==> src/gar_consts.svh <==
// constants of the gas alarm relay control block
// assumes a 20 MHz clock and gas readings in 0.1 % units
`ifndef GAR_CONSTS_SVH
`define GAR_CONSTS_SVH
// ==========================================
// timing
`define GAR_CLK_KHZ        20000
`define GAR_TICK_MS        100
`define GAR_HOLD_MS        6000
`define GAR_INHIBIT_MS     60000
`define GAR_IDLE_MS        300000
`define GAR_SLOW_MS        60000
`define GAR_FAST_MS        5000
`define GAR_HOLD_TICKS     (`GAR_HOLD_MS / `GAR_TICK_MS)
`define GAR_INHIBIT_TICKS  (`GAR_INHIBIT_MS / `GAR_TICK_MS)
`define GAR_IDLE_TICKS     (`GAR_IDLE_MS / `GAR_TICK_MS)
`define GAR_SLOW_TICKS     (`GAR_SLOW_MS / `GAR_TICK_MS)
`define GAR_FAST_TICKS     (`GAR_FAST_MS / `GAR_TICK_MS)
// ==========================================
// levels, 0.1 % units; GAR_PCT_FULL and GAR_PCT_HOLD in percent of the set point
`define GAR_PCT_FULL       24'h000064
`define GAR_PCT_HOLD       24'h00005a
`define GAR_BG_MIN         8'h0a
`define GAR_BG_MAX         8'h64
`define GAR_BG_DEF         8'h28
`define GAR_O2_MIN         8'h6e
`define GAR_O2_MAX         8'hf0
`define GAR_O2_LO_DEF      8'hbe
`define GAR_O2_HI_DEF      8'hdc
`define GAR_O2_NORM        16'h00d1
`define GAR_SP1_DEF        16'h00c8
`define GAR_SP2_DEF        16'h0190
// ==========================================
// register byte offsets
`define GAR_OFF_CFG        8'h00
`define GAR_OFF_BG         8'h04
`define GAR_OFF_O2LO       8'h08
`define GAR_OFF_O2HI       8'h0c
`define GAR_OFF_SP1        8'h10
`define GAR_OFF_SP2        8'h14
`define GAR_OFF_CMD        8'h18
`define GAR_OFF_STAT       8'h1c
`define GAR_OFF_MISS       8'h20
`define GAR_OFF_ISTAT      8'h24
`define GAR_OFF_IMASK      8'h28
// ==========================================
// field positions
`define GAR_CFG_LATCH      0
`define GAR_CFG_FS         2
`define GAR_CMD_MRST       0
`define GAR_CMD_FRST       1
`define GAR_EV_ALM         0
`define GAR_EV_MISS        2
`define GAR_EV_EXIT        3
`endif

==> src/gar_pkg.sv <==
// types of the gas alarm relay control block
// assumes gar_consts.svh for all numbers
package gar_pkg;
    typedef enum logic [2:0] {
        SC_NORMAL, SC_BGL, SC_BGH, SC_LATCH1,
        SC_LATCH2, SC_FS1, SC_FS2
    } gar_screen_e;
    typedef struct packed {
        logic menu;
        logic add;
        logic sub;
    } gar_btn_s;
    typedef struct packed {
        logic hasRelay;
        logic hasRadio;
        logic isOxygen;
    } gar_strap_s;
    typedef struct packed {
        logic [23:0]      pre;
        logic             pend;
        logic             wr;
        logic [7:0]       addr;
        logic             hready;
        logic [31:0]      hrdata;
        logic [1:0]       latch;
        logic [1:0]       fs;
        logic [7:0]       bg;
        logic [7:0]       o2Lo;
        logic [7:0]       o2Hi;
        logic [1:0][15:0] sp;
        logic [1:0]       alarm;
        logic [1:0]       relay;
        logic             menuOpen;
        gar_screen_e      screen;
        logic [7:0]       edit;
        logic [11:0]      holdCnt;
        logic [11:0]      idleCnt;
        logic [11:0]      inhCnt;
        logic [11:0]      rptCnt;
        logic             report;
        logic [15:0]      miss;
        logic [3:0]       istat;
        logic [3:0]       imask;
        logic             irq;
        gar_btn_s         btnPrev;
    } gar_state_s;
endpackage

==> src/gar_relay_ctrl.sv <==
// alarm relay control: two alarm channels, menu, radio rate, bus
// assumes synchronous inputs, one 20 MHz clock, AHB-Lite master
`timescale 1ns/1ps
`include "gar_consts.svh"
module gar_relay_ctrl #(
    parameter int TICK_CYCLES = `GAR_CLK_KHZ * `GAR_TICK_MS
) (
    // clock and reset
    input  wire logic                  clk,
    input  wire logic                  rst,
    // ahb-lite slave
    input  wire logic                  hsel,
    input  wire logic [31:0]           haddr,
    input  wire logic [1:0]            htrans,
    input  wire logic                  hwrite,
    input  wire logic [2:0]            hsize,
    input  wire logic [31:0]           hwdata,
    input  wire logic                  hready,
    output wire logic [31:0]           hrdata,
    output wire logic                  hreadyout,
    output wire logic                  hresp,
    // unit inputs
    input  wire logic [15:0]           gasLevel,
    input  wire gar_pkg::gar_btn_s     btn,
    input  wire gar_pkg::gar_strap_s   strap,
    input  wire logic                  manualReset,
    input  wire logic                  factoryReset,
    input  wire logic                  radioMiss,
    // unit outputs
    output wire logic [1:0]            alarmActive,
    output wire logic [1:0]            relayDrive,
    output wire logic                  reportReq,
    output wire logic                  menuOpen,
    output wire gar_pkg::gar_screen_e  screen,
    output wire logic [15:0]           missCount,
    output wire logic                  irq
);
    import gar_pkg::*;

    gar_state_s st_r;
    gar_state_s st_nxt;
    logic       tick;
    logic       inhib;
    gar_btn_s   press;
    logic       oxy;

    // ==========================================
    // helpers
    function automatic logic [7:0] clampV(logic [7:0] v,
        logic [7:0] lo, logic [7:0] hi);
        clampV = (v < lo) ? lo : ((v > hi) ? hi : v);
    endfunction

    function automatic gar_screen_e nextScr(gar_screen_e s,
        gar_strap_s c);
        case (s)
            SC_NORMAL: nextScr = c.hasRadio ? SC_BGL : SC_LATCH1;
            SC_BGL:    nextScr = c.isOxygen ? SC_BGH : SC_LATCH1;
            SC_BGH:    nextScr = SC_LATCH1;
            SC_LATCH1: nextScr = SC_LATCH2;
            SC_LATCH2: nextScr = c.hasRelay ? SC_FS1 : SC_NORMAL;
            SC_FS1:    nextScr = SC_FS2;
            default:   nextScr = SC_NORMAL;
        endcase
    endfunction

    function automatic logic [7:0] scrVal(gar_screen_e s,
        gar_state_s c, logic o);
        case (s)
            SC_BGL:    scrVal = o ? c.o2Lo : c.bg;
            SC_BGH:    scrVal = c.o2Hi;
            SC_LATCH1: scrVal = {7'h00, c.latch[0]};
            SC_LATCH2: scrVal = {7'h00, c.latch[1]};
            SC_FS1:    scrVal = {7'h00, c.fs[0]};
            SC_FS2:    scrVal = {7'h00, c.fs[1]};
            default:   scrVal = 8'h00;
        endcase
    endfunction

    function automatic logic [31:0] rdReg(gar_state_s c);
        rdReg = 32'h00000000;
        case (c.addr)
            `GAR_OFF_CFG:   rdReg[3:0] = {c.fs, c.latch};
            `GAR_OFF_BG:    rdReg[7:0] = c.bg;
            `GAR_OFF_O2LO:  rdReg[7:0] = c.o2Lo;
            `GAR_OFF_O2HI:  rdReg[7:0] = c.o2Hi;
            `GAR_OFF_SP1:   rdReg[15:0] = c.sp[0];
            `GAR_OFF_SP2:   rdReg[15:0] = c.sp[1];
            `GAR_OFF_STAT:  rdReg[7:0] = {1'b0, c.screen,
                c.inhCnt != 12'h000, c.menuOpen, c.alarm};
            `GAR_OFF_MISS:  rdReg[15:0] = c.miss;
            `GAR_OFF_ISTAT: rdReg[3:0] = c.istat;
            `GAR_OFF_IMASK: rdReg[3:0] = c.imask;
            default:        rdReg = 32'h00000000;
        endcase
    endfunction

    assign tick  = st_r.pre == 24'(TICK_CYCLES - 1);
    assign inhib = st_r.menuOpen | (st_r.inhCnt != 12'h000);
    assign press = btn & ~st_r.btnPrev;
    assign oxy   = strap.isOxygen;

    // ==========================================
    // next state
    always_comb
    begin
        logic       mrst;
        logic       frst;
        logic       fast;
        logic       exitM;
        logic [3:0] ev;
        logic [3:0] clr;
        logic [7:0] lo;
        logic [7:0] hi;
        logic [7:0] e;
        mrst  = manualReset;
        frst  = factoryReset;
        fast  = 1'b0;
        exitM = 1'b0;
        ev    = 4'h0;
        clr   = 4'h0;
        lo    = `GAR_BG_MIN;
        hi    = `GAR_BG_MAX;
        e     = st_r.edit;
        st_nxt = st_r;
        st_nxt.pre = tick ? 24'h000000 : st_r.pre + 24'h000001;
        st_nxt.btnPrev = btn;
        st_nxt.report = 1'b0;
        // bus slave, one wait state
        if (st_r.pend)
        begin
            st_nxt.pend = 1'b0;
            st_nxt.hready = 1'b1;
            if (!st_r.wr)
                st_nxt.hrdata = rdReg(st_r);
            else
                case (st_r.addr)
                    `GAR_OFF_CFG:
                    begin
                        st_nxt.latch = hwdata[`GAR_CFG_LATCH +: 2];
                        st_nxt.fs = hwdata[`GAR_CFG_FS +: 2];
                    end
                    `GAR_OFF_BG:    st_nxt.bg = clampV(hwdata[7:0],
                        `GAR_BG_MIN, `GAR_BG_MAX);
                    `GAR_OFF_O2LO:  st_nxt.o2Lo = clampV(hwdata[7:0],
                        `GAR_O2_MIN, `GAR_O2_MAX);
                    `GAR_OFF_O2HI:  st_nxt.o2Hi = clampV(hwdata[7:0],
                        `GAR_O2_MIN, `GAR_O2_MAX);
                    `GAR_OFF_SP1:   st_nxt.sp[0] = hwdata[15:0];
                    `GAR_OFF_SP2:   st_nxt.sp[1] = hwdata[15:0];
                    `GAR_OFF_CMD:
                    begin
                        mrst = mrst | hwdata[`GAR_CMD_MRST];
                        frst = frst | hwdata[`GAR_CMD_FRST];
                    end
                    `GAR_OFF_ISTAT: clr = hwdata[3:0];
                    `GAR_OFF_IMASK: st_nxt.imask = hwdata[3:0];
                    default: ;
                endcase
        end
        if (hsel && htrans[1] && hready)
        begin
            st_nxt.pend = 1'b1;
            st_nxt.wr = hwrite;
            st_nxt.addr = haddr[7:0];
            st_nxt.hready = 1'b0;
        end
        // alarm channels
        for (int i = 0; i < 2; i++)
        begin
            if (inhib)
                st_nxt.alarm[i] = 1'b0;
            else if (gasLevel >= st_r.sp[i])
                st_nxt.alarm[i] = 1'b1;
            else if (!st_r.latch[i])
            begin
                if (24'(gasLevel) * `GAR_PCT_FULL <=
                    24'(st_r.sp[i]) * `GAR_PCT_HOLD)
                    st_nxt.alarm[i] = 1'b0;
            end
            else if (mrst)
                st_nxt.alarm[i] = 1'b0;
            ev[`GAR_EV_ALM + i] = st_nxt.alarm[i] & ~st_r.alarm[i];
        end
        // menu
        if (!st_r.menuOpen)
        begin
            if (!btn.menu)
                st_nxt.holdCnt = 12'h000;
            else if (st_r.holdCnt >= 12'(`GAR_HOLD_TICKS))
            begin
                st_nxt.holdCnt = 12'h000;
                st_nxt.menuOpen = 1'b1;
                st_nxt.idleCnt = 12'h000;
                st_nxt.screen = nextScr(SC_NORMAL, strap);
                st_nxt.edit = scrVal(st_nxt.screen, st_r, oxy);
            end
            else if (tick)
                st_nxt.holdCnt = st_r.holdCnt + 12'h001;
        end
        else
        begin
            if (press != 3'b000)
                st_nxt.idleCnt = 12'h000;
            else if (st_r.idleCnt >= 12'(`GAR_IDLE_TICKS))
                exitM = 1'b1;
            else if (tick)
                st_nxt.idleCnt = st_r.idleCnt + 12'h001;
            if (st_r.screen == SC_BGL && oxy || st_r.screen == SC_BGH)
            begin
                lo = `GAR_O2_MIN;
                hi = `GAR_O2_MAX;
            end
            case (st_r.screen)
                SC_BGL, SC_BGH:
                    if (press.add && e < hi)
                        e = e + 8'h01;
                    else if (press.sub && e > lo)
                        e = e - 8'h01;
                SC_LATCH1, SC_LATCH2:
                    if (press.add || press.sub)
                        e = {7'h00, ~e[0]};
                default:
                    if (press.add)
                        e = 8'h01;
                    else if (press.sub)
                        e = 8'h00;
            endcase
            st_nxt.edit = e;
            if (press.menu)
            begin
                case (st_r.screen)
                    SC_BGL:
                        if (oxy)
                            st_nxt.o2Lo = e;
                        else
                            st_nxt.bg = e;
                    SC_BGH:    st_nxt.o2Hi = e;
                    SC_LATCH1: st_nxt.latch[0] = e[0];
                    SC_LATCH2: st_nxt.latch[1] = e[0];
                    SC_FS1:    st_nxt.fs[0] = e[0];
                    SC_FS2:    st_nxt.fs[1] = e[0];
                    default: ;
                endcase
                st_nxt.screen = nextScr(st_r.screen, strap);
                st_nxt.edit = scrVal(st_nxt.screen, st_nxt, oxy);
                if (st_nxt.screen == SC_NORMAL)
                    exitM = 1'b1;
            end
            if (exitM)
            begin
                st_nxt.menuOpen = 1'b0;
                st_nxt.screen = SC_NORMAL;
                st_nxt.inhCnt = 12'(`GAR_INHIBIT_TICKS);
                ev[`GAR_EV_EXIT] = 1'b1;
            end
        end
        if (!exitM && tick && st_r.inhCnt != 12'h000)
            st_nxt.inhCnt = st_r.inhCnt - 12'h001;
        // factory defaults
        if (frst)
        begin
            st_nxt.latch = 2'b00;
            st_nxt.fs = 2'b00;
            st_nxt.bg = `GAR_BG_DEF;
            st_nxt.o2Lo = `GAR_O2_LO_DEF;
            st_nxt.o2Hi = `GAR_O2_HI_DEF;
            st_nxt.miss = 16'h0000;
        end
        // radio report rate
        if (oxy)
            fast = (gasLevel < `GAR_O2_NORM &&
                    gasLevel <= {8'h00, st_r.o2Lo}) ||
                   (gasLevel > `GAR_O2_NORM &&
                    gasLevel >= {8'h00, st_r.o2Hi});
        else
            fast = gasLevel >= {8'h00, st_r.bg};
        if (!strap.hasRadio)
            st_nxt.rptCnt = 12'h000;
        else if (tick)
        begin
            if (st_r.rptCnt + 12'h001 >= (fast ?
                12'(`GAR_FAST_TICKS) : 12'(`GAR_SLOW_TICKS)))
            begin
                st_nxt.rptCnt = 12'h000;
                st_nxt.report = 1'b1;
            end
            else
                st_nxt.rptCnt = st_r.rptCnt + 12'h001;
        end
        // missed transmissions
        if (radioMiss && strap.hasRadio && !frst)
        begin
            ev[`GAR_EV_MISS] = 1'b1;
            if (st_r.miss != 16'hffff)
                st_nxt.miss = st_r.miss + 16'h0001;
        end
        // interrupts, set wins over clear
        st_nxt.istat = (st_r.istat & ~clr) | ev;
        st_nxt.irq = |(st_nxt.istat & st_nxt.imask);
        st_nxt.relay = st_nxt.alarm ^ st_nxt.fs;
    end

    // ==========================================
    // state register
    always_ff @(posedge clk)
    begin
        if (rst)
        begin
            st_r <= '0;
            st_r.hready <= 1'b1;
            st_r.bg <= `GAR_BG_DEF;
            st_r.o2Lo <= `GAR_O2_LO_DEF;
            st_r.o2Hi <= `GAR_O2_HI_DEF;
            st_r.sp[0] <= `GAR_SP1_DEF;
            st_r.sp[1] <= `GAR_SP2_DEF;
        end
        else
            st_r <= st_nxt;
    end

    assign hrdata      = st_r.hrdata;
    assign hreadyout   = st_r.hready;
    assign hresp       = 1'b0;
    assign alarmActive = st_r.alarm;
    assign relayDrive  = st_r.relay;
    assign reportReq   = st_r.report;
    assign menuOpen    = st_r.menuOpen;
    assign screen      = st_r.screen;
    assign missCount   = st_r.miss;
    assign irq         = st_r.irq;

    // ==========================================
    // checks
    generate
        for (genvar g = 0; g < 2; g++)
        begin : gCh
            alarm_on_a: assert property (
                @(posedge clk) disable iff (rst)
                (!inhib && gasLevel >= st_r.sp[g]) |=> st_r.alarm[g])
            else $error("alarm did not activate");
            auto_hold_a: assert property (
                @(posedge clk) disable iff (rst)
                (!inhib && st_r.alarm[g] && !st_r.latch[g] &&
                 24'(gasLevel) * `GAR_PCT_FULL >
                 24'(st_r.sp[g]) * `GAR_PCT_HOLD) |=> st_r.alarm[g])
            else $error("auto alarm dropped too early");
            latch_hold_a: assert property (
                @(posedge clk) disable iff (rst)
                (!inhib && st_r.alarm[g] && st_r.latch[g] &&
                 !manualReset && !st_r.pend) |=> st_r.alarm[g])
            else $error("latched alarm dropped");
            latch_clear_a: assert property (
                @(posedge clk) disable iff (rst)
                (!inhib && st_r.latch[g] && manualReset &&
                 gasLevel < st_r.sp[g]) |=> !st_r.alarm[g])
            else $error("manual reset ignored");
            fail_safe_a: assert property (
                @(posedge clk) disable iff (rst)
                relayDrive[g] == (alarmActive[g] ^ st_r.fs[g]))
            else $error("relay drive wrong");
        end
    endgenerate

    reset_default_a: assert property (
        @(posedge clk) rst |=> (st_r.latch == 2'b00 &&
        st_r.fs == 2'b00 && st_r.bg == `GAR_BG_DEF))
    else $error("bad defaults after reset");
    exit_inhibit_a: assert property (
        @(posedge clk) disable iff (rst)
        $fell(st_r.menuOpen) |->
        (st_r.inhCnt == 12'(`GAR_INHIBIT_TICKS) && st_r.alarm == 2'b00))
    else $error("inhibit not started");
    bg_range_a: assert property (
        @(posedge clk) disable iff (rst)
        st_r.bg >= `GAR_BG_MIN && st_r.bg <= `GAR_BG_MAX)
    else $error("background out of range");
    o2_range_a: assert property (
        @(posedge clk) disable iff (rst)
        st_r.o2Lo >= `GAR_O2_MIN && st_r.o2Hi <= `GAR_O2_MAX)
    else $error("oxygen threshold out of range");
    miss_count_a: assert property (
        @(posedge clk) disable iff (rst)
        (radioMiss && strap.hasRadio && !factoryReset && !st_r.pend &&
         st_r.miss != 16'hffff) |=> st_r.miss == $past(st_r.miss) + 16'h0001)
    else $error("miss not counted");
    menu_open_a: assert property (
        @(posedge clk) disable iff (rst)
        $rose(st_r.menuOpen) |-> $past(btn.menu, 1) && $past(btn.menu, 2))
    else $error("menu opened without hold");
endmodule

==> config.mk <==
export PLATFORM = sky130hd
export DESIGN_NAME = gar_relay_ctrl
export DESIGN_NICKNAME = d
export VERILOG_FILES = /design/src/gar_pkg.sv /design/src/gar_relay_ctrl.sv
export VERILOG_INCLUDE_DIRS = /design/src
export SDC_FILE = /design/constraint.sdc
export NUM_CORES = 1
export LEC_CHECK = 0
export BUFFER_PORTS_ARGS = -buffer_cell sky130_fd_sc_hd__buf_2
export CORE_UTILIZATION = 27
export CTS_CLUSTER_DIAMETER = 150
export DETAILED_ROUTE_END_ITERATION = 10
export GPL_TIMING_DRIVEN = 0
export PLACE_DENSITY = 0.49
export SLEW_MARGIN = 20
export SYNTH_ARGS = -nofsm -noshare
export SYNTH_HDL_FRONTEND = slang
export SYNTH_SLANG_ARGS = --single-unit
==> constraint.sdc <==
create_clock -name clk -period 6.15 [get_ports clk]
set_clock_uncertainty 0.05 [all_clocks]
set_input_delay 0.615 -clock clk [delete_from_list [all_inputs] [get_ports clk]]
set_output_delay 0.615 -clock clk [all_outputs]
set_load 0.005 [all_outputs]
==> results.md, run 1 <==
Run status:
- The flow ran to the end, and the final reports show no timing, DRC or antenna violations.

Worst hold path:
- The worst hold path terminates at st_r[189].
- The worst hold path passes through 3 cells.
- In this run the most critical hold path is launched from haddr[3].
- The classification of the worst-slack hold path is in -> reg.

Synth:
- The total standard cell area after synthesis is 0.0189 mm².
- Synthesis produced 2,349 cells.
- The average footprint of a synthesized cell is roughly 8.0 µm².
- The flip-flop and latch count after synthesis is between 200 and 250.
- The top flip-flop cell by instance count after synthesis is sky130_fd_sc_hd__dfxtp_1.
- The share of the synthesized area in the top cell type is around 22%.
- In the post-synthesis netlist, the biggest area contributors are sky130_fd_sc_hd__dfxtp_1 (22%), sky130_fd_sc_hd__ha_1 (18%), sky130_fd_sc_hd__fa_1 (6.7%), sky130_fd_sc_hd__inv_1 (4.9%), sky130_fd_sc_hd__a21oi_1 (4.6%).
- The sequential-to-total area share from yosys stat is 21.7%.
- The top cell type by total area after synthesis is sky130_fd_sc_hd__dfxtp_1.
- Yosys printed 0 warnings.
- Yosys instantiated no cell more often than sky130_fd_sc_hd__ha_1.
- The count of flip-flops with a built-in enable after synthesis is 0.
- The synthesized netlist contains 88 unique library cells.
- In the synthesized netlist the async set-or-reset flop fraction comes to 0%.
- The commonest cells after synthesis are sky130_fd_sc_hd__ha_1 (264), sky130_fd_sc_hd__inv_1 (244), sky130_fd_sc_hd__nand2_1 (214), sky130_fd_sc_hd__dfxtp_1 (204), sky130_fd_sc_hd__nor2_1 (178).

STA:
- The number of failing hold endpoints at the final stage is 0.
- The shortest clock period the worst path allows after layout is 6.01 ns.
- The total count of max-transition violations in the final report came to 0.
- The portion of the clock cycle consumed by the worst path in the final layout is a little over nine tenths.
- The setup-violating endpoint count in the final report is 0.
- Setup repair after global routing left no endpoint under its margin.
- The worst hold slack after final layout is between 0.2 and 0.3 ns.
- Derived from the worst setup path, the maximum achievable clock frequency is about 170 MHz.
- The measured slew at the worst slew-check pin is about 1.1 ns.
- In this run the tightest slew margin relative to its limit is between 20% and 30%.
- The minimum setup slack in the final design is 0.141 ns.

Clock tree:
- In this run, CTS created clock tree buffers numbering 23.
- The clock tree from TritonCTS is done.
- The buffer type at the clock tree root is sky130_fd_sc_hd__clkbuf_16.
- The clock passes through at most 3 buffers.
- The clock net in this run drives a total of 204 sinks.
- The clock edge transition at the registers on the reported setup and hold paths is approximately 0.060 ns.
- CTS built an H-tree with a depth of 1.
- At the later pin of the worst-skew pair, clock insertion delay measures 0.54 ns.
- After clock tree synthesis, the flow added hold-fix buffers numbering 0.

Placed design:
- Detailed placement ended at an HPWL of roughly 53,000 µm.
- The number of buffers inserted by port buffering is between 90 and 100.
- The standard cell area after detailed placement is 0.0206 mm².
- The congestion estimate from routability-driven global placement came to about 0.88.
- The pre-CTS worst setup slack is -0.869 ns.

Final layout:
- Cells fill between 30% and 40% of the core in the end.
- The layout-stage area growth over the synthesis result is 14.2%.
- The finished layout cell area is between 0.02 and 0.025 mm².
- The post-route netlist has approximately 11% of its cells at a drive strength greater than 1.
- The final net count is just under 3k.

Global routing:
- For this run the aggregate overflow at the end of global routing stands at 0.
- Global routing consumed, over all layers together, 17.9% of the routing resources.
- The number of antenna violations at the first check in global routing is 7.
- The number of global-route vias before repair was between 15k and 20k.
- Entering global routing, the biggest net connects 14 pins.
- The global-route wire length before repair is 99,200 µm.

Worst setup path:
- The most critical setup path has its startpoint at st_r[97].
- The startpoint of the worst register-to-register path is st_r[97].
- Data on the critical path is required at its endpoint by roughly 6.5 ns.
- In this run the critical register-to-register path is captured at relayDrive[0].
- The critical path class is reg -> reg.
- The depth of the worst register-to-register path is 21.
- The worst setup path is launched from a register.
- STA classifies the critical path endpoint as a register.
- The critical path data arrival time is 6.39 ns.
- In this run the worst path has a maximum fanout of 5.
- In this run the register-to-register setup slack is 0.14 ns.

Floorplan:
- The die is 266 µm tall.
- After floorplanning, the core was divided into 96 placement rows.
- The floorplan step set the die width to between 200 and 300 µm.
- Once the floorplan was initialized, standard cells occupied between 20% and 30% of the core.
- The area of the core is roughly 0.069 mm².
- The area of the die is between 0.07 and 0.08 mm².
- For this design the top-level I/O count stands at between 150 and 200.

Routing:
- The number of detailed-route iterations in the first pass is 7.
- The overall routed net length is approximately 65,000 µm.
- The average routed wire per standard cell is 18.9 µm.
- The final route contains 17.5k vias.
- The violation count after the first detailed-route iteration is roughly 1.2k.
- The post-detailed-route via-to-cell ratio is between 5 and 6.
- The post-route DRC violation count is 0.
- The number of routed nets with antenna violations is 0.

Pwr:
- Total power for the finished layout comes to approximately 3.8 mW.
- The cell leakage power is approximately 9.4 nW.
- The worst supply voltage drop on vdd is 0.182 mV.
- The power per cell area is 176 mW/mm².

Run:
- Max-cap violations in this run came to 0.
layout make-up:
class / instances / area (µm²)
clock inverters: 10 / 138
clock buffers: 30 / 612
well taps: 931 / 1160
plain buffers: 140 / 757
multi-input cells: 1777 / 13400
fillers: 7431 / 47300
inverters: 244 / 916
repair buffers: 94 / 475
diodes: 2 / 5.00
flip-flops and latches: 204 / 4110
worst max path at each step:
stage / depth (start not counted) / slack [ns] / end
2_1_floorplan: 23 / 0.66 / relayDrive[0]
3_3_place_gp: 23 / -0.91 / relayDrive[0]
3_5_place_dp: 23 / -0.87 / relayDrive[0]
4_1_cts: 22 / -0.08 / relayDrive[0]
5_1_grt: 23 / 0.01 / relayDrive[0]
6_report: 21 / 0.14 / relayDrive[0]
metrics by stage:
stage	TNS [ns]	cells
floorplan	0	2365
global placement	-3.82	3388
detailed placement	-3.59	3388
CTS	-0.0835	3428
global route	0	3432
finish	0	3432
placed cells by master, fill, tap and decap left out, drive strengths merged, types with 66 or more instances in the layout:
master / n
dfxtp: 204
nand3: 66
nand2: 214
ha: 264
buf: 164
o21ai: 94
inv: 245
a21oi: 174
nor2: 180
clkbuf: 100
power breakdown:
part           leakage [nW]  internal [mW]  switching (mW)
sequential             1.65           1.33          0.0146
combinational          7.44          0.405           0.593
clock                 0.361          0.829           0.605
total                  9.45           2.57            1.21
cells by family (layout without fill, tap and decap cells):
group / Yosys count / count (layout) / synth area share (%)
xor gates and xnor gates: 99 / 99 / 4.60
adders and majority gates: 327 / 327 / 24.2
and+or+nand+nor: 743 / 743 / 19.6
AOI/OAI and AO/OA: 557 / 557 / 19.2
DFF: 204 / 204 / 21.7
buffers and inverters: 384 / 518 / 8.87
other: 1 / 19 / 0.0199
muxes: 34 / 34 / 1.86
registers in the layout, indices dropped and copies added, names as in the netlist:
signal and cells:
menuOpen 1, st_r 161, missCount 16, hreadyout 1, irq 1, screen 3, relayDrive 2, hrdata 16
alarmActive 2, reportReq 1
critical path, cell delays in order, from the launching register on:
cell and delay (ns):
sky130_fd_sc_hd__dfxtp_4 0.38, sky130_fd_sc_hd__ha_1 0.31, sky130_fd_sc_hd__inv_1 0.06, sky130_fd_sc_hd__fa_1 0.50
sky130_fd_sc_hd__fa_1 0.54, sky130_fd_sc_hd__inv_1 0.04, sky130_fd_sc_hd__ha_1 0.37, sky130_fd_sc_hd__o21a_1 0.17
sky130_fd_sc_hd__a211oi_1 0.07, sky130_fd_sc_hd__or3_1 0.42, sky130_fd_sc_hd__a211o_1 0.32, sky130_fd_sc_hd__a31oi_2 0.19
sky130_fd_sc_hd__xnor2_1 0.16, sky130_fd_sc_hd__ha_1 0.27, sky130_fd_sc_hd__a21o_1 0.16, sky130_fd_sc_hd__a21o_1 0.17
sky130_fd_sc_hd__a211o_1 0.32, sky130_fd_sc_hd__a211o_1 0.35, sky130_fd_sc_hd__a221oi_4 0.37, sky130_fd_sc_hd__nor4_2 0.12
sky130_fd_sc_hd__a21oi_2 0.21, sky130_fd_sc_hd__mux2_2 0.35
metal layers:
metal / vias to the layer above / wire length, µm / GRT usage, %
li1: 8450 / - / -
met1: 8480 / 29800 / 23.9
met2: 484 / 29600 / 29.8
met3: 110 / 3610 / 2.61
met4: 4 / 1870 / 5.42
met5: - / 29 / 0
repair_timing:
action,CTS,global route
setup endpoints to repair,5,4
buffers inserted,0,2
resized for setup,15,30
pin swaps,2,7
gates cloned,0,0
(Power assumes the default switching activity.)
==> run 2, diff against run 1 <==
Settings changed: PLACE_DENSITY 0.49 to 0.51.
Clock period 6.15 ns to 5.3 ns, I/O delays scaled along.
==> run 2 against run 1 <==
Compared with the run above: the flow now finishes with violations (setup timing); wire length up 1.8%; utilization rose by 1.3 points; sequential share of layout area down 0.49 points; largest cell class unchanged.
==> results.md, run 2 (synthesis results as in run 1) <==
Worst setup path:
- The critical path required time is 5.66 ns (was 6.53 ns).
- The critical path data arrival time was 6.18 ns (was 6.39 ns).
- The most used cell along the critical path is sky130_fd_sc_hd__a211o_1.
- The capture instance of the worst register-to-register path is relayDrive[0] (unchanged).
- The stage delay of the slowest cell on the critical path came to 0.53 ns (was 0.54 ns).
- The buffers plus inverters on the worst setup path came to 4 (was 2).
- The depth of the worst register-to-register path is 23 (was 21).
- The reg-to-reg setup timing slack is -0.51 ns (was 0.14 ns).
- The largest delay contributor family on the critical path is compound AO/OA/AOI/OAI gates (unchanged).
- The type of destination of the critical path is a register (unchanged).
- The startpoint of the worst register-to-register path was st_r[99] (was st_r[97]).
- The worst-path maximum fanout is 4 (was 5).
- The critical path class is reg -> reg (unchanged).
- Cell-by-cell trace of the critical path: ha_4 > inv_4 > fa_1 > inv_1 > fa_1 > ha_4 > or3_4 > buf_4 > a211oi_1 > or3_1 > a211o_1 > a31oi_2 > a21o_1 > a21oi_1 > xor2_1 > ha_1 > a211o_1 > a211o_1 > a221oi_4 > nor4_2 > a21oi_1 > buf_4 > mux2_4 (was ha_1 > inv_1 > fa_1 > fa_1 > inv_1 > ha_1 > o21a_1 > a211oi_1 > or3_1 > a211o_1 > a31oi_2 > xnor2_1 > ha_1 > a21o_1 > a21o_1 > a211o_1 > a211o_1 > a221oi_4 > nor4_2 > a21oi_2 > mux2_2).
- The slowest cell on the critical path is sky130_fd_sc_hd__fa_1 (unchanged).
- The kind of start point of the critical path is a register (unchanged).

Routing:
- The overall routed net length is 66,000 µm (was 64,900 µm).
- The number of detailed-route iterations in the first pass is 6 (was 7).
- The violation count after the first detailed-route iteration is 1,278 (was 1,202).
- The number of routed nets with antenna violations is 0 (unchanged).
- The post-route DRC violation count is 0 (unchanged).
- The post-detailed-route via-to-cell ratio came to 5.11 (about the same).
- The detailed-route via count was 17.8k (was 17.5k).
- The average routed wire per standard cell came to 19.0 µm (was 18.9 µm).

Floorplan:
- The initial cell density of the core came to 27.4% (unchanged).
- The area of the die came to 0.0709 mm² (unchanged).
- The die extent in y came to 266 µm (unchanged).
- The number of top-level pins is 159 (unchanged).
- The number of placement rows came to 96 (unchanged).
- The chip width came to 266 µm (unchanged).
- The area of the core is 0.0688 mm² (unchanged).

Pwr:
- The worst supply voltage drop on vdd is 0.254 mV (was 0.182 mV).
- The power per cell area is 198 mW/mm² (was 176 mW/mm²).
- The cell leakage power was 9.71 nW (was 9.45 nW).

STA:
- RSZ-0062 raised after global routing: true (was false).
- The total count of max-transition violations in the final report is 0 (unchanged).
- The number of failing hold endpoints at the final stage was 0 (unchanged).
- The minimum setup slack in the final design was -0.514 ns (was 0.141 ns).
- The shortest clock period the worst path allows after layout is 5.81 ns (was 6.01 ns).
- The max-slew headroom at the worst pin is 27.9% (was 28.7%).
- The measured slew at the worst slew-check pin was 1.08 ns (was 1.07 ns).
- The setup TNS is -1.43 ns (was 0 ns).
- The setup-violating endpoint count in the final report is 5 (was 0).
- The portion of the clock cycle consumed by the worst path in the final layout was 110% (was 97.7%).
- The worst hold slack after final layout came to 0.190 ns (was 0.270 ns).
- The maximum clock rate is 172 MHz (was 166 MHz).

Global routing:
- The number of global-route vias before repair is 17.6k (was 17.2k).
- The number of antenna violations at the first check in global routing is 8 (was 7).
- The global-route congestion overflow total was 0 (unchanged).
- The all-layer global routing usage was 18.2% (was 17.9%).
- The global-route wire length before repair came to 100,000 µm (was 99,200 µm).
- The largest net degree at the start of global routing is 15 (was 14).

Final layout:
- The layout-stage area growth over the synthesis result was 19.1% (was 14.2%).
- The register with the highest flop count is st_r (unchanged).
- The commonest non-fill, non-tap cell in the layout is sky130_fd_sc_hd__inv_1 (was sky130_fd_sc_hd__ha_1).
- The fraction of layout instances using a drive strength above 1 is 15.5% (was 11.0%).
- Commonest cells after routing, fill and taps aside: sky130_fd_sc_hd__inv_1 (236), sky130_fd_sc_hd__ha_1 (229), sky130_fd_sc_hd__nand2_1 (214) (was sky130_fd_sc_hd__ha_1 (257), sky130_fd_sc_hd__inv_1 (244), sky130_fd_sc_hd__nand2_1 (214)).
- The final net count is 2,953 (was 2,910).
- The flip-flop count of the largest register after layout is 161 (unchanged).
- The final core utilization came to 32.6% (was 31.3%).

Run status:
- The checks that failed: setup timing.
- Status: finished with violations (was finished clean).

Clock tree:
- The CTS sink count is 204 (unchanged).
- The maximum clock path buffer count is 3 (unchanged).
- The number of H-tree levels came to 1 (unchanged).
- The clock insertion delay at the later pin of the skew report is 0.54 ns (about the same).
- The clock edge transition at the registers on the reported setup and hold paths is 0.07 ns (was 0.06 ns).
- The clock tree from TritonCTS was done (unchanged).
- The buffer type at the clock tree root is sky130_fd_sc_hd__clkbuf_16 (unchanged).
- The number of buffers inserted during clock tree synthesis is 23 (unchanged).

Placed design:
- The number of buffers inserted by port buffering is 92 (unchanged).
- The half-perimeter wire length after placement came to 52,600 µm (about the same).
- The last weighted congestion value of the routability-driven placer is 0.908 (was 0.878).

Run:
- The number of violations of the max-capacitance limit is 0 (unchanged).

Worst hold path:
- The startpoint of the worst hold path is btn[2] (was haddr[3]).
- The endpoint of the worst hold path was st_r[2] (was st_r[189]).
- The hold-critical path depth is 2 (was 3).
- The classification of the worst-slack hold path is in -> reg (unchanged).
[run 2: changes by cell type in the layout (fill, tap and decap cells not counted), moves of 5 or more]
cell and delta:
sky130_fd_sc_hd__buf_4 +45, sky130_fd_sc_hd__ha_1 -28, sky130_fd_sc_hd__ha_4 +24, sky130_fd_sc_hd__dfxtp_4 +21
sky130_fd_sc_hd__dfxtp_1 -11, sky130_fd_sc_hd__dfxtp_2 -10, sky130_fd_sc_hd__buf_2 -8, sky130_fd_sc_hd__inv_1 -8
sky130_fd_sc_hd__inv_2 +6, sky130_fd_sc_hd__a21oi_1 -5
[run 2: metrics by stage]
step | worst slack (ns) | cells | total power, mW | instance area [µm²]
after floorplan | -0.0363 | 2365 | 2.35 | 19000
after global placement | -1.61 | 3388 | 2.68 | 20600
after detailed placement | -1.68 | 3388 | 2.70 | 20600
after CTS | -0.457 | 3465 | 4.44 | 22200
after global routing | -0.679 | 3476 | 4.67 | 22500
final | -0.514 | 3476 | 4.44 | 22500
[run 2: cell type report]
| type | count | area, µm² |
|---|---|---|
| fillers | 7228 | 46400 |
| multi-input cells | 1777 | 13900 |
| plain buffers | 140 | 757 |
| inverters | 244 | 922 |
| flip-flops and latches | 204 | 4170 |
| clock buffers | 27 | 601 |
| diodes | 3 | 7.51 |
| clock inverters | 13 | 154 |
| repair buffers | 137 | 826 |
| well taps | 931 | 1160 |
[run 2: repair_timing]
item	4_1_cts	5_1_grt
endpoints found under the setup margin	6	6
setup buffers	37	8
resized for setup	122	33
hold endpoints to repair	0	0
pin swaps	63	22
hold buffers	0	0
[run 2: where the power goes]
part	internal [mW]	total (mW)	switching, mW
logic	0.515	1.23	0.717
registers	1.54	1.55	0.0160
clock network	0.960	1.65	0.692
total	3.01	4.44	1.42
[run 2: worst register-to-register path, stage by stage, from the launching register on]
cell and delay (ns):
sky130_fd_sc_hd__dfxtp_4 0.37, sky130_fd_sc_hd__ha_4 0.28, sky130_fd_sc_hd__inv_4 0.04, sky130_fd_sc_hd__fa_1 0.53
sky130_fd_sc_hd__inv_1 0.05, sky130_fd_sc_hd__fa_1 0.48, sky130_fd_sc_hd__ha_4 0.19, sky130_fd_sc_hd__or3_4 0.34
sky130_fd_sc_hd__buf_4 0.15, sky130_fd_sc_hd__a211oi_1 0.25, sky130_fd_sc_hd__or3_1 0.23, sky130_fd_sc_hd__a211o_1 0.19
sky130_fd_sc_hd__a31oi_2 0.11, sky130_fd_sc_hd__a21o_1 0.19, sky130_fd_sc_hd__a21oi_1 0.16, sky130_fd_sc_hd__xor2_1 0.17
sky130_fd_sc_hd__ha_1 0.26, sky130_fd_sc_hd__a211o_1 0.33, sky130_fd_sc_hd__a211o_1 0.29, sky130_fd_sc_hd__a221oi_4 0.32
sky130_fd_sc_hd__nor4_2 0.10, sky130_fd_sc_hd__a21oi_1 0.16, sky130_fd_sc_hd__buf_4 0.15, sky130_fd_sc_hd__mux2_4 0.31
[run 2: worst max-delay path by stage]
stage	start	to	depth (start not counted)
after floorplan	st_r[95]	relayDrive[0]	23
after global placement	gasLevel[2]	irq	23
after detailed placement	gasLevel[2]	irq	23
after CTS	st_r[99]	relayDrive[0]	23
after global routing	st_r[99]	relayDrive[0]	23
final	st_r[99]	relayDrive[0]	23
[run 2: per-layer routing]
metal  wire (µm)  vias to the layer above  share of wire [%]  global-route usage [%]
met3        3400                      100                5.2                    2.17
met5          55                        -              0.083                       0
met4        1780                        8                2.7                    5.37
met2       30700                      517                 46                    30.6
li1            -                     8530                  -                       -
met1       30100                     8600                 46                    24.1
